File: src/shared/sar_readout_pkg.sv
// Constants and types for the converter serial readout block
package sar_readout_pkg;

   localparam int DATA_W = 16;
   localparam int CLK_PERIOD_NS = 10;
   // Conversion time, longest figure, rounded down
   localparam int CONV_TIME_NS = 2200;
   localparam int CONV_CYCLES = CONV_TIME_NS / CLK_PERIOD_NS;
   // Start to first internal shift clock, rounded up
   localparam int START_DELAY_NS = 270;
   localparam int START_DELAY_CYCLES = (START_DELAY_NS + CLK_PERIOD_NS - 1) / CLK_PERIOD_NS;
   // Internal shift clock period, half period rounded up
   localparam int SHIFT_PERIOD_NS = 110;
   localparam int SHIFT_HALF_CYCLES =
      (SHIFT_PERIOD_NS + 2 * CLK_PERIOD_NS - 1) / (2 * CLK_PERIOD_NS);
   // Host shift clock ceiling, kHz
   localparam int EXT_CLOCK_MAX_KHZ = 28500;
   localparam int SHIFT_PULSES = 16;
   localparam int CONV_CNT_W = $clog2(CONV_CYCLES + 1);
   localparam int PHASE_W = 5;
   localparam int BIT_CNT_W = 5;

   // Positions in the pin synchroniser vectors
   localparam int PIN_SEL = 0;
   localparam int PIN_RC = 1;
   localparam int PIN_SRC = 2;
   localparam int PIN_FMT = 3;
   localparam int PIN_CASC = 4;
   localparam int PIN_SCLK = 5;
   localparam int PIN_W = 6;

   localparam logic [PIN_W-1:0] PINS_RESET = 6'h03;
   localparam logic [DATA_W-1:0] STORAGE_RESET = 16'h0000;

   typedef enum logic [1:0] {
      INT_IDLE = 2'b00,
      INT_DELAY = 2'b01,
      INT_PULSE = 2'b11
   } int_state_t;

   typedef struct packed {
      logic [PIN_W-1:0] sync1;
      logic [PIN_W-1:0] sync2;
      logic start_n_prev;
      logic sclk_prev;
      logic read_prev;
      logic busy_n;
      logic [CONV_CNT_W-1:0] conv_cnt;
      logic [DATA_W-1:0] storage;
      logic first_done;
      logic valid;
      int_state_t ist;
      logic [PHASE_W-1:0] phase;
      logic [BIT_CNT_W-1:0] bit_cnt;
      logic [DATA_W:0] shreg;
      logic casc_latch;
      logic in_read;
      logic clocked_outside;
      logic marker_pending;
      logic data;
      logic marker;
      logic sclk_out;
      logic sclk_oe;
   } readout_state_t;

endpackage : sar_readout_pkg

File: src/hdl/sar_adc_serial_readout.sv
// Conversion control and serial result readout of a sampling converter
`timescale 1ns/100ps

// Contract
// - Conversion starts when the OR of select and read_convert_n falls.
// - busy_n low at start, high once result stored; acquisition follows.
// - Shifted word is always the last completed result.
// - Result goes out MSB first, format set by format_sel.
// - format_sel high gives straight binary, low gives two's complement.
// - First conversion after power-up is invalid; consumers drop it.
// - clock_source_sel low drives shift_clock; high takes host shift_clock.
// - Internal mode: 16 shift_clock pulses after the start delay carry the word.
// - Internal shift_clock rests low; bit valid over rising then falling edge.
// - After the last bit, data shows cascade_in as sampled at transfer start.
// - Internal mode sends every conversion regardless of select levels, unless the next one starts on the first cycle busy_n is high.
// - External mode: select and read_convert_n open the read state.
// - External mode bit valid falling then rising edge; host clock at most 28.5MHz.
// - Any rising edge outside read state makes a marker on first read edge.
// - Idle clock: no marker, first rising edge shows MSB.
// - cascade_in bits pass to data with host clock; not in internal mode.
// - One null bit, cascade_in at read start, separates own and forwarded words.
module sar_adc_serial_readout
   import sar_readout_pkg::*;
(
   input wire logic clk_i,
   input wire logic reset_n_i,
   input wire logic select_n_i,
   input wire logic read_convert_n_i,
   input wire logic clock_source_sel_i,
   input wire logic format_sel_i,
   input wire logic cascade_in_i,
   input wire logic shift_clock_i,
   input wire logic [DATA_W-1:0] sar_result_i,
   output logic busy_n_o,
   output logic data_o,
   output logic frame_marker_o,
   output logic shift_clock_o,
   output logic shift_clock_oe_o,
   output logic result_valid_o
);

   readout_state_t s_q;
   readout_state_t s_d;

   logic sel_n;
   logic rc_n;
   logic src_ext;
   logic fmt_sb;
   logic casc;
   logic sclk;
   logic start_n;
   logic start_evt;
   logic read_cmd;
   logic sclk_rise;
   logic [DATA_W-1:0] fmt_word;

   // ****************************************************************
   // Synchronised pins and decoded events
   // ****************************************************************
   assign sel_n = s_q.sync2[PIN_SEL];
   assign rc_n = s_q.sync2[PIN_RC];
   assign src_ext = s_q.sync2[PIN_SRC];
   assign fmt_sb = s_q.sync2[PIN_FMT];
   assign casc = s_q.sync2[PIN_CASC];
   assign sclk = s_q.sync2[PIN_SCLK];
   assign start_n = sel_n | rc_n;
   assign start_evt = s_q.start_n_prev & ~start_n & s_q.busy_n;
   assign read_cmd = ~sel_n & rc_n;
   assign sclk_rise = ~s_q.sclk_prev & sclk;
   // Core delivers straight binary; flip sign bit for two's complement
   assign fmt_word = fmt_sb ? s_q.storage : {~s_q.storage[DATA_W-1], s_q.storage[DATA_W-2:0]};

   // ****************************************************************
   // Next state
   // ****************************************************************
   always_comb
   begin
      s_d = s_q;
      s_d.sync1 = {shift_clock_i, cascade_in_i, format_sel_i, clock_source_sel_i,
                   read_convert_n_i, select_n_i};
      s_d.sync2 = s_q.sync1;
      s_d.start_n_prev = start_n;
      s_d.sclk_prev = sclk;
      s_d.read_prev = read_cmd;
      s_d.sclk_oe = ~src_ext;

      // Conversion timing and storage load
      if (start_evt)
      begin
         s_d.busy_n = 1'b0;
         s_d.conv_cnt = '0;
      end
      else if (!s_q.busy_n)
      begin
         if (s_q.conv_cnt == CONV_CNT_W'(CONV_CYCLES - 1))
         begin
            s_d.storage = sar_result_i;
            s_d.busy_n = 1'b1;
            s_d.valid = s_q.first_done;
            s_d.first_done = 1'b1;
         end
         else
         begin
            s_d.conv_cnt = s_q.conv_cnt + 1'b1;
         end
      end

      // Internal shift clock transfer
      case (s_q.ist)
         INT_IDLE:
         begin
            if (start_evt && !src_ext)
            begin
               s_d.ist = INT_DELAY;
               s_d.phase = '0;
               s_d.bit_cnt = '0;
               s_d.shreg = {fmt_word, casc};
               s_d.casc_latch = casc;
            end
         end
         INT_DELAY:
         begin
            if (s_q.phase == PHASE_W'(START_DELAY_CYCLES - 1))
            begin
               s_d.ist = INT_PULSE;
               s_d.phase = '0;
               s_d.data = s_q.shreg[DATA_W];
               s_d.shreg = {s_q.shreg[DATA_W-1:0], 1'b0};
            end
            else
            begin
               s_d.phase = s_q.phase + 1'b1;
            end
         end
         INT_PULSE:
         begin
            if (s_q.phase == PHASE_W'(2 * SHIFT_HALF_CYCLES - 1))
            begin
               s_d.phase = '0;
               s_d.bit_cnt = s_q.bit_cnt + 1'b1;
            end
            else
            begin
               s_d.phase = s_q.phase + 1'b1;
            end
            // Data moves two cycles after the falling edge
            if (s_q.phase == PHASE_W'(1) && s_q.bit_cnt != '0)
            begin
               if (s_q.bit_cnt == BIT_CNT_W'(SHIFT_PULSES))
               begin
                  s_d.data = s_q.casc_latch;
                  s_d.ist = INT_IDLE;
               end
               else
               begin
                  s_d.data = s_q.shreg[DATA_W];
                  s_d.shreg = {s_q.shreg[DATA_W-1:0], 1'b0};
               end
            end
         end
         default:
         begin
            s_d.ist = INT_IDLE;
         end
      endcase
      // Idle low, high for the second half of each period
      s_d.sclk_out = (s_d.ist == INT_PULSE) &&
                     (s_d.phase >= PHASE_W'(SHIFT_HALF_CYCLES));

      // External shift clock read state
      if (src_ext)
      begin
         if (read_cmd && !s_q.read_prev)
         begin
            s_d.in_read = 1'b1;
            s_d.shreg = {fmt_word, casc};
            s_d.casc_latch = casc;
            s_d.marker_pending = s_q.clocked_outside | sclk_rise;
            s_d.clocked_outside = 1'b0;
            s_d.marker = 1'b0;
         end
         else if (!read_cmd && s_q.read_prev)
         begin
            s_d.in_read = 1'b0;
            s_d.marker = 1'b0;
         end
         else if (sclk_rise)
         begin
            if (!s_q.in_read)
            begin
               s_d.clocked_outside = 1'b1;
               s_d.marker = 1'b0;
            end
            else if (s_q.marker_pending)
            begin
               s_d.marker = 1'b1;
               s_d.marker_pending = 1'b0;
            end
            else
            begin
               // MSB on the first edge, LSB on the 16th, then null bit, then forwarded bits
               s_d.marker = 1'b0;
               s_d.data = s_q.shreg[DATA_W];
               s_d.shreg = {s_q.shreg[DATA_W-1:0], casc};
            end
         end
      end
      else
      begin
         s_d.in_read = 1'b0;
         s_d.marker = 1'b0;
         s_d.marker_pending = 1'b0;
      end
   end

   // ****************************************************************
   // State register
   // ****************************************************************
   always_ff @(posedge clk_i or negedge reset_n_i)
   begin
      if (!reset_n_i)
      begin
         s_q <= '0;
         s_q.sync1 <= PINS_RESET;
         s_q.sync2 <= PINS_RESET;
         s_q.start_n_prev <= 1'b1;
         s_q.busy_n <= 1'b1;
         s_q.storage <= STORAGE_RESET;
         s_q.ist <= INT_IDLE;
         s_q.sclk_oe <= 1'b1;
      end
      else
      begin
         s_q <= s_d;
      end
   end

   assign busy_n_o = s_q.busy_n;
   assign data_o = s_q.data;
   assign frame_marker_o = s_q.marker;
   assign shift_clock_o = s_q.sclk_out;
   assign shift_clock_oe_o = s_q.sclk_oe;
   assign result_valid_o = s_q.valid;

   // ****************************************************************
   // Checks
   // ****************************************************************
   logic [BIT_CNT_W-1:0] pulse_seen_q;
   logic sclk_out_prev_q;

   always_ff @(posedge clk_i or negedge reset_n_i)
   begin
      if (!reset_n_i)
      begin
         pulse_seen_q <= '0;
         sclk_out_prev_q <= 1'b0;
      end
      else
      begin
         sclk_out_prev_q <= s_q.sclk_out;
         if (s_q.ist == INT_DELAY)
         begin
            pulse_seen_q <= '0;
         end
         else if (s_q.sclk_out && !sclk_out_prev_q)
         begin
            pulse_seen_q <= pulse_seen_q + 1'b1;
         end
      end
   end
endmodule : sar_adc_serial_readout

File: config.mk
export PLATFORM = sky130hd
export DESIGN_NAME = sar_adc_serial_readout
export DESIGN_NICKNAME = d
export VERILOG_FILES = /design/src/shared/sar_readout_pkg.sv /design/src/hdl/sar_adc_serial_readout.sv
export SDC_FILE = /design/constraint.sdc
export NUM_CORES = 1
export LEC_CHECK = 0
export ABC_CLOCK_PERIOD_IN_PS = 2800
export BUFFER_PORTS_ARGS = -buffer_cell sky130_fd_sc_hd__buf_2
export CAP_MARGIN = 20
export CORE_MARGIN = 1
export CORE_UTILIZATION = 45
export CTS_CLUSTER_SIZE = 10
export DETAILED_ROUTE_END_ITERATION = 10
export GPL_TIMING_DRIVEN = 0
export REMOVE_ABC_BUFFERS = 1
export SYNTH_ARGS = -nofsm -noshare
export SYNTH_HDL_FRONTEND = slang
export SYNTH_SLANG_ARGS = --single-unit
File: constraint.sdc
create_clock -name clk_i -period 2.8 [get_ports clk_i]
set_input_delay 0 -clock clk_i [delete_from_list [all_inputs] [get_ports clk_i]]
set_output_delay 0 -clock clk_i [all_outputs]
set_load 0.01 [all_outputs]
==> results.sh, run 1 <==
export IMPL_cts_reportedPaths_clkPinSlew_ns=0.08
export IMPL_drt_wl_total_um=10200
export IMPL_synth_edff_count=0
export IMPL_utilization_pct=54.7
export IMPL_comb_power_share_pct=11.6
export IMPL_power_frac_seq_pct=54.5
export IMPL_synth_top_flop_cell="sky130_fd_sc_hd__dfrtp_1"
export IMPL_report_final_setup_viol=0
export IMPL_count_of_cell_types_in_the_netlist=62
export IMPL_hold_viol_final=0
export IMPL_first_iter_violations=209
export IMPL_routed_via_count=3575
export IMPL_post_synth_top_area_fraction_pct=41.4
export IMPL_finalNetCount=510
export IMPL_max_cap_viol_count=0
export IMPL_net_sw_share_pct=26.4
export IMPL_power_net_switching_mw=0.603
export IMPL_yosysTopAreaCell="sky130_fd_sc_hd__dfrtp_1"
export IMPL_cts_root_to_sink_buffers=2
export IMPL_drc_errors=0
export IMPL_starting_density_of_the_core_pct=46.9
export IMPL_fin_tns_setup_ns=0
export IMPL_synthesis_instances=435
export IMPL_avgViaCountPerCell=5.85
export IMPL_antenna_cells_inserted=0
export IMPL_die_width_um=100
export IMPL_detail_route_antenna_nets=0
export IMPL_cts_buffers=9
export IMPL_syn_area_um2=4350
export IMPL_clkLatencyLatePin_ns=0.35
export IMPL_core_area_um2=9280
export IMPL_placed_cells_incl_taps=567
export IMPL_grt_antenna_before_repair=0
export IMPL_die_area_um2=10100
export IMPL_timing_critical_path_arrival_ns=2.76
export IMPL_hold_ws_ns=0.0865
export IMPL_seq_area_frac_synth_pct=45.6
export IMPL_place_port_buffers=29
export IMPL_timing_setup_critical_path_class="reg2reg"
export IMPL_post_synth_main_area_contributors="sky130_fd_sc_hd__dfrtp_1 41%, sky130_fd_sc_hd__mux2_2 4.9%, sky130_fd_sc_hd__dfstp_2 4.2%"
export IMPL_wl_per_cell_um=16.7
export IMPL_fmax_mhz=395
export IMPL_yosysMostFrequentCell="sky130_fd_sc_hd__dfrtp_1"
export IMPL_synth_commonest_cells="72 x sky130_fd_sc_hd__dfrtp_1, 35 x sky130_fd_sc_hd__nand2_1, 34 x sky130_fd_sc_hd__nand3_1, 24 x sky130_fd_sc_hd__o21ai_0, 22 x sky130_fd_sc_hd__a21oi_1"
export IMPL_min_period_over_period_pct=90.4
export IMPL_grt_pass1_wl_um=17400
export IMPL_synth_warning_count=0
export IMPL_ys_ff_latch=79
export IMPL_height_of_the_die_um=100
export IMPL_synth_async_reset_ratio_pct=100
export IMPL_instances_no_fill=611
export IMPL_worst_setup_sp_type="register"
export IMPL_timing_clock_skew_ns=0.00846
export IMPL_cts_root_buf="sky130_fd_sc_hd__clkbuf_8"
export IMPL_max_slew_headroom_pct=49.6
export IMPL_row_count=35
export IMPL_syn_area_per_cell_um2=10.0
export IMPL_pin_count=30
export IMPL_p_leak_nw=2.13
export IMPL_clockPowerShare_pct=33.9
export IMPL_grt_start_max_net_pins=60
export IMPL_run_status="finished, final reports clean"
export IMPL_final_layout_size_suffix_gt1_share_pct=20.3
export IMPL_worstHoldPathType="in2async"
export IMPL_timing_final_max_slew_violations=0
export IMPL_cts_htree_levels=3
export IMPL_critPathCaptureType="register"
export IMPL_hpwl_um=6110
export IMPL_first_global_vias=3562
export IMPL_syn2layout_area_growth_pct=16.7
export IMPL_tritoncts="yes"
export IMPL_groute_usage_overall_pct=21.9
export IMPL_finalCriticalPeriod_ns=2.53
export IMPL_gp_congestion=0.760
export IMPL_setup_repair_after_global_routing_missed_its_margin="false"
export IMPL_power_per_cell_area_nw_per_um2=450
export IMPL_internal_power_mw=1.68
export IMPL_cp_max_fo=20
export IMPL_clock_sinks=79
export IMPL_max_slew_worst_pin_slew_ns=0.753
export IMPL_pre_repair_dr_iteration_count=5
export IMPL_vdd_ir_drop_worst_mv=0.231
export IMPL_worstPathRequired_ns=3.03
export IMPL_grt_overflow=0
[sequential cells by signal, indices dropped and copies added, names as in the netlist]
register,flops
busy_n_o,1
data_o,1
frame_marker_o,1
casc,1
shift_clock_oe_o,1
shift_clock_o,1
fmt_sb,1
s_d,7
rc_n,1
s_q,63
result_valid_o,1
[per-stage QoR]
step / area, µm² / worst slack (ns) / total power, mW
after global placement: 4510 / -0.408 / 1.48
after floorplan: 4200 / 0.354 / 1.41
after CTS: 5040 / 0.0804 / 2.31
after detailed placement: 4590 / -0.140 / 1.50
after global routing: 5080 / 0.0658 / 2.40
final: 5080 / 0.268 / 2.29
[power groups by stage]
stage	Sequential (mW)	Combinational, mW	Clock, mW
after floorplan	1.25	0.153	0
after global placement	1.27	0.215	0
after detailed placement	1.27	0.229	0
after CTS	1.25	0.257	0.801
after global routing	1.25	0.295	0.851
final	1.25	0.266	0.775
[cells by family (layout without fill, tap and decap cells)]
logic type	count (synthesis)	in the layout	share of synthesized area (%)
multiplexers	24	24	6.07
adder cells (fa/ha/maj)	9	9	2.59
XOR/XNOR	9	9	1.81
AND/OR/NAND/NOR	158	158	20.6
AO/OA/AOI/OAI	113	113	18.8
flip-flops	79	79	45.6
buffers and inverters	43	90	4.54
[worst paths after layout]
kind / from / slack, ns / cells after the start / end
worst max-delay path: busy_n_o / 0.27 / 5 / s_q[24]
worst min-delay path: reset_n_i / 0.09 / 2 / s_q[5]
worst max register to register: busy_n_o / 0.27 / 5 / s_q[24]
worst min register to register: s_d[72] / 0.35 / 0 / s_d[65]
max in group asynchronous: reset_n_i / 2.10 / 3 / rc_n
min in group clk_i: clock_source_sel_i / 0.28 / 2 / s_d[69]
[routing by layer]
| layer | up-vias | GRT usage (%) | part of all wire (%) |
|---|---|---|---|
| met5 | - | 0 | 0 |
| met4 | 0 | 6.91 | 1.1 |
| met3 | 13 | 3.76 | 4.6 |
| met2 | 102 | 35.7 | 49 |
| met1 | 1760 | 29.7 | 45 |
| li1 | 1700 | - | - |
[layout make-up]
type / instances / area, µm²
Tap cell: 129 / 161
Timing Repair Buffer: 61 / 533
Multi-Input combinational cell: 313 / 2170
Fill cell: 832 / 4210
Sequential cell: 79 / 1990
Clock buffer: 11 / 141
Inverter: 13 / 48.8
Clock inverter: 5 / 33.8
[critical path, cell delays in order (launching register included)]
cell and delay (ns):
sky130_fd_sc_hd__dfstp_2 0.62, sky130_fd_sc_hd__nand4bb_2 0.57, sky130_fd_sc_hd__o211a_1 0.42, sky130_fd_sc_hd__a211oi_1 0.31, sky130_fd_sc_hd__a21oi_1 0.10, sky130_fd_sc_hd__or3_1 0.38
[repair_timing]
action                                 4_1_cts  5_1_grt
setup endpoints to repair                    3       11
resized for setup                            1        1
hold buffers                                23        0
buffers inserted                             3        0
pin swaps                                    1        0
endpoints found under the hold margin       95        0
[cells in the final DEF (no fill, tap or decap), types with 3 or more instances in the layout]
| cell | n |
|---|---|
| sky130_fd_sc_hd__a211oi_1 | 4 |
| sky130_fd_sc_hd__a21oi_1 | 22 |
| sky130_fd_sc_hd__a22o_1 | 3 |
| sky130_fd_sc_hd__a31o_1 | 10 |
| sky130_fd_sc_hd__and3_1 | 7 |
| sky130_fd_sc_hd__and4bb_2 | 3 |
| sky130_fd_sc_hd__buf_16 | 3 |
| sky130_fd_sc_hd__buf_2 | 28 |
| sky130_fd_sc_hd__buf_4 | 3 |
| sky130_fd_sc_hd__clkbuf_8 | 10 |
| sky130_fd_sc_hd__dfrtp_1 | 72 |
| sky130_fd_sc_hd__dfstp_2 | 7 |
| sky130_fd_sc_hd__dlygate4sd3_1 | 23 |
| sky130_fd_sc_hd__ha_1 | 8 |
| sky130_fd_sc_hd__inv_1 | 11 |
| sky130_fd_sc_hd__mux2_2 | 19 |
| sky130_fd_sc_hd__mux2i_1 | 5 |
| sky130_fd_sc_hd__nand2_1 | 35 |
| sky130_fd_sc_hd__nand2b_1 | 6 |
| sky130_fd_sc_hd__nand3_1 | 34 |
| sky130_fd_sc_hd__nand3b_1 | 12 |
| sky130_fd_sc_hd__nand4_1 | 19 |
| sky130_fd_sc_hd__nor2_1 | 20 |
| sky130_fd_sc_hd__nor2b_1 | 3 |
| sky130_fd_sc_hd__o211a_1 | 15 |
| sky130_fd_sc_hd__o211ai_1 | 15 |
| sky130_fd_sc_hd__o21ai_0 | 24 |
| sky130_fd_sc_hd__or3_1 | 3 |
| sky130_fd_sc_hd__xnor2_1 | 4 |
| sky130_fd_sc_hd__xor2_1 | 5 |
No activity file was read; power rests on OpenSTA's default activity.
==> inputs of run 2 (changes only) <==
ABC_CLOCK_PERIOD_IN_PS = not set   (was 2800)
CORE_MARGIN = 4   (was 1)
MAX_ROUTING_LAYER = met4   (was not set)
==> results.sh, run 2 (same netlist as run 1, synthesis figures left out) <==
export IMPL_layout_filler_cells=828
export IMPL_pre_repair_dr_iteration_count=5
export IMPL_dpl_worst_slack_ns=-0.100
export IMPL_report_final_setup_viol=0
export IMPL_max_slew_worst_pin_slew_ns=0.804
export IMPL_r2r_cells=5
export IMPL_instances_no_fill=607
export IMPL_hold_viol_final=0
export IMPL_grt_overflow=0
export IMPL_top_register="s_q"
export IMPL_cp_max_fo=20
export IMPL_row_count=35
export IMPL_routed_via_count=3547
export IMPL_grt_antenna_before_repair=0
export IMPL_die_area_um2=11300
export IMPL_largest_register_ff_count=63
export IMPL_setup_repair_after_global_routing_missed_its_margin="false"
export IMPL_min_period_over_period_pct=89.8
export IMPL_grt_start_max_net_pins=63
export IMPL_cts_reportedPaths_clkPinSlew_ns=0.09
export IMPL_gp_congestion=0.825
export IMPL_first_global_vias=3575
export IMPL_fmax_mhz=398
export IMPL_timing_reg2reg_setup_slack_ns=0.29
export IMPL_cts_htree_levels=3
export IMPL_worstPathRequired_ns=3.04
export IMPL_cts_root_to_sink_buffers=2
export IMPL_max_cap_viol_count=0
export IMPL_starting_density_of_the_core_pct=46.6
export IMPL_drc_errors=0
export IMPL_groute_usage_overall_pct=19.3
export IMPL_regToRegStartpoint="busy_n_o"
export IMPL_drt_wl_total_um=10100
export IMPL_worst_setup_sp_type="register"
export IMPL_first_iter_violations=155
export IMPL_timing_critical_path_arrival_ns=2.75
export IMPL_power_per_cell_area_nw_per_um2=505
export IMPL_run_status="finished, final reports clean"
export IMPL_post_layout_total_power_mw=2.57
export IMPL_core_area_um2=9330
export IMPL_clkLatencyLatePin_ns=0.35
export IMPL_tritoncts="yes"
export IMPL_avgViaCountPerCell=5.84
export IMPL_timing_setup_critical_path_class="reg2reg"
export IMPL_final_critical_path_setup_slack_ns=0.287
export IMPL_syn2layout_area_growth_pct=17.1
export IMPL_cts_buffers=9
export IMPL_detail_route_antenna_nets=0
export IMPL_finalCriticalPeriod_ns=2.51
export IMPL_height_of_the_die_um=106
export IMPL_grt_pass1_wl_um=17200
export IMPL_register_area_um2=1990
export IMPL_finalNetCount=506
export IMPL_timing_final_max_slew_violations=0
export IMPL_critPathCaptureType="register"
export IMPL_final_layout_size_suffix_gt1_share_pct=20.1
export IMPL_post_cts_repair_setup_buffers=0
export IMPL_vdd_ir_drop_worst_mv=0.307
export IMPL_place_port_buffers=29
export IMPL_worstHoldPathType="in2async"
export IMPL_placed_cells_incl_taps=568
export IMPL_die_width_um=106
export IMPL_area_used_by_multi_input_combinational_logic_um2=2170
export IMPL_utilization_pct=54.6
export IMPL_pin_count=30
export IMPL_layout_common_cells="71 x sky130_fd_sc_hd__dfrtp_1, 35 x sky130_fd_sc_hd__nand2_1, 34 x sky130_fd_sc_hd__nand3_1, 28 x sky130_fd_sc_hd__buf_2, 24 x sky130_fd_sc_hd__o21ai_0"
export IMPL_p_leak_nw=2.14
export IMPL_wl_per_cell_um=16.6
export IMPL_max_slew_headroom_pct=46.4
export IMPL_clock_sinks=79
export IMPL_rr_endpoint="s_q[24]"
export IMPL_layout_cell_area_non_filler_um2=5100
export IMPL_antenna_cells_inserted=0
export IMPL_timing_clock_skew_ns=0.00553
export IMPL_hpwl_um=6210
export IMPL_cts_root_buf="sky130_fd_sc_hd__clkbuf_8"
export IMPL_most_frequent_standard_cell_in_the_layout_excluding_fill_and_tap_cells="sky130_fd_sc_hd__dfrtp_1"
export IMPL_place_area_um2=4600
## run 2: area by class of cell
type	instances	share of cell area, %
multi-input cells	313	42.7
clock inverters	6	2.28
repair buffers	57	9.23
clock buffers	10	2.70
flip-flops and latches	79	39.0
inverters	13	0.958
well taps	129	3.17
## run 2: power breakdown
| part | internal (mW) | switching [mW] |
|---|---|---|
| sequential | 1.20 | 0.0539 |
| clock | 0.623 | 0.444 |
| combinational | 0.137 | 0.116 |
| total | 1.96 | 0.615 |
## run 2: worst max-delay path by stage
stage	start	to	slack [ns]	cells past startpoint
5_1_grt	busy_n_o	s_q[24]	0.16	5
6_report	busy_n_o	s_q[24]	0.29	5
2_1_floorplan	rc_n	s_q[24]	0.35	7
3_5_place_dp	busy_n_o	s_q[24]	-0.10	5
3_3_place_gp	s_q[69]	s_q[24]	-0.36	4
4_1_cts	s_q[69]	s_q[24]	0.07	5
## run 2: layer usage
metal | share of wire, % | vias to the layer above | GRT usage (%)
met1 | 45 | 1759 | 24.8
li1 | - | 1688 | -
met3 | 4.3 | 15 | 2.73
met2 | 49 | 85 | 31.3
met4 | 1.6 | 0 | 6.75
met5 | 0 | - | -
## run 2: stage by stage
stage | setup TNS (ns) | hold slack (ns)
2_1_floorplan | 0 | -0.296
3_3_place_gp | -6.93 | 0.105
3_5_place_dp | -0.100 | -0.0992
4_1_cts | 0 | 0.0525
5_1_grt | 0 | 0.0840
6_report | 0 | 0.0561
## run 2: worst max-delay path: stages (launching register included)
cell	delay, ns
sky130_fd_sc_hd__dfstp_2	0.63
sky130_fd_sc_hd__nand4bb_2	0.57
sky130_fd_sc_hd__o211a_1	0.42
sky130_fd_sc_hd__a211oi_1	0.29
sky130_fd_sc_hd__a21oi_1	0.10
sky130_fd_sc_hd__or3_1	0.38
## run 2: timing repair
item / 4_1_cts / 5_1_grt
endpoints found under the setup margin: 1 / 12
hold buffers: 23 / 0
resized for setup: 1 / 2
endpoints found under the hold margin: 94 / 0
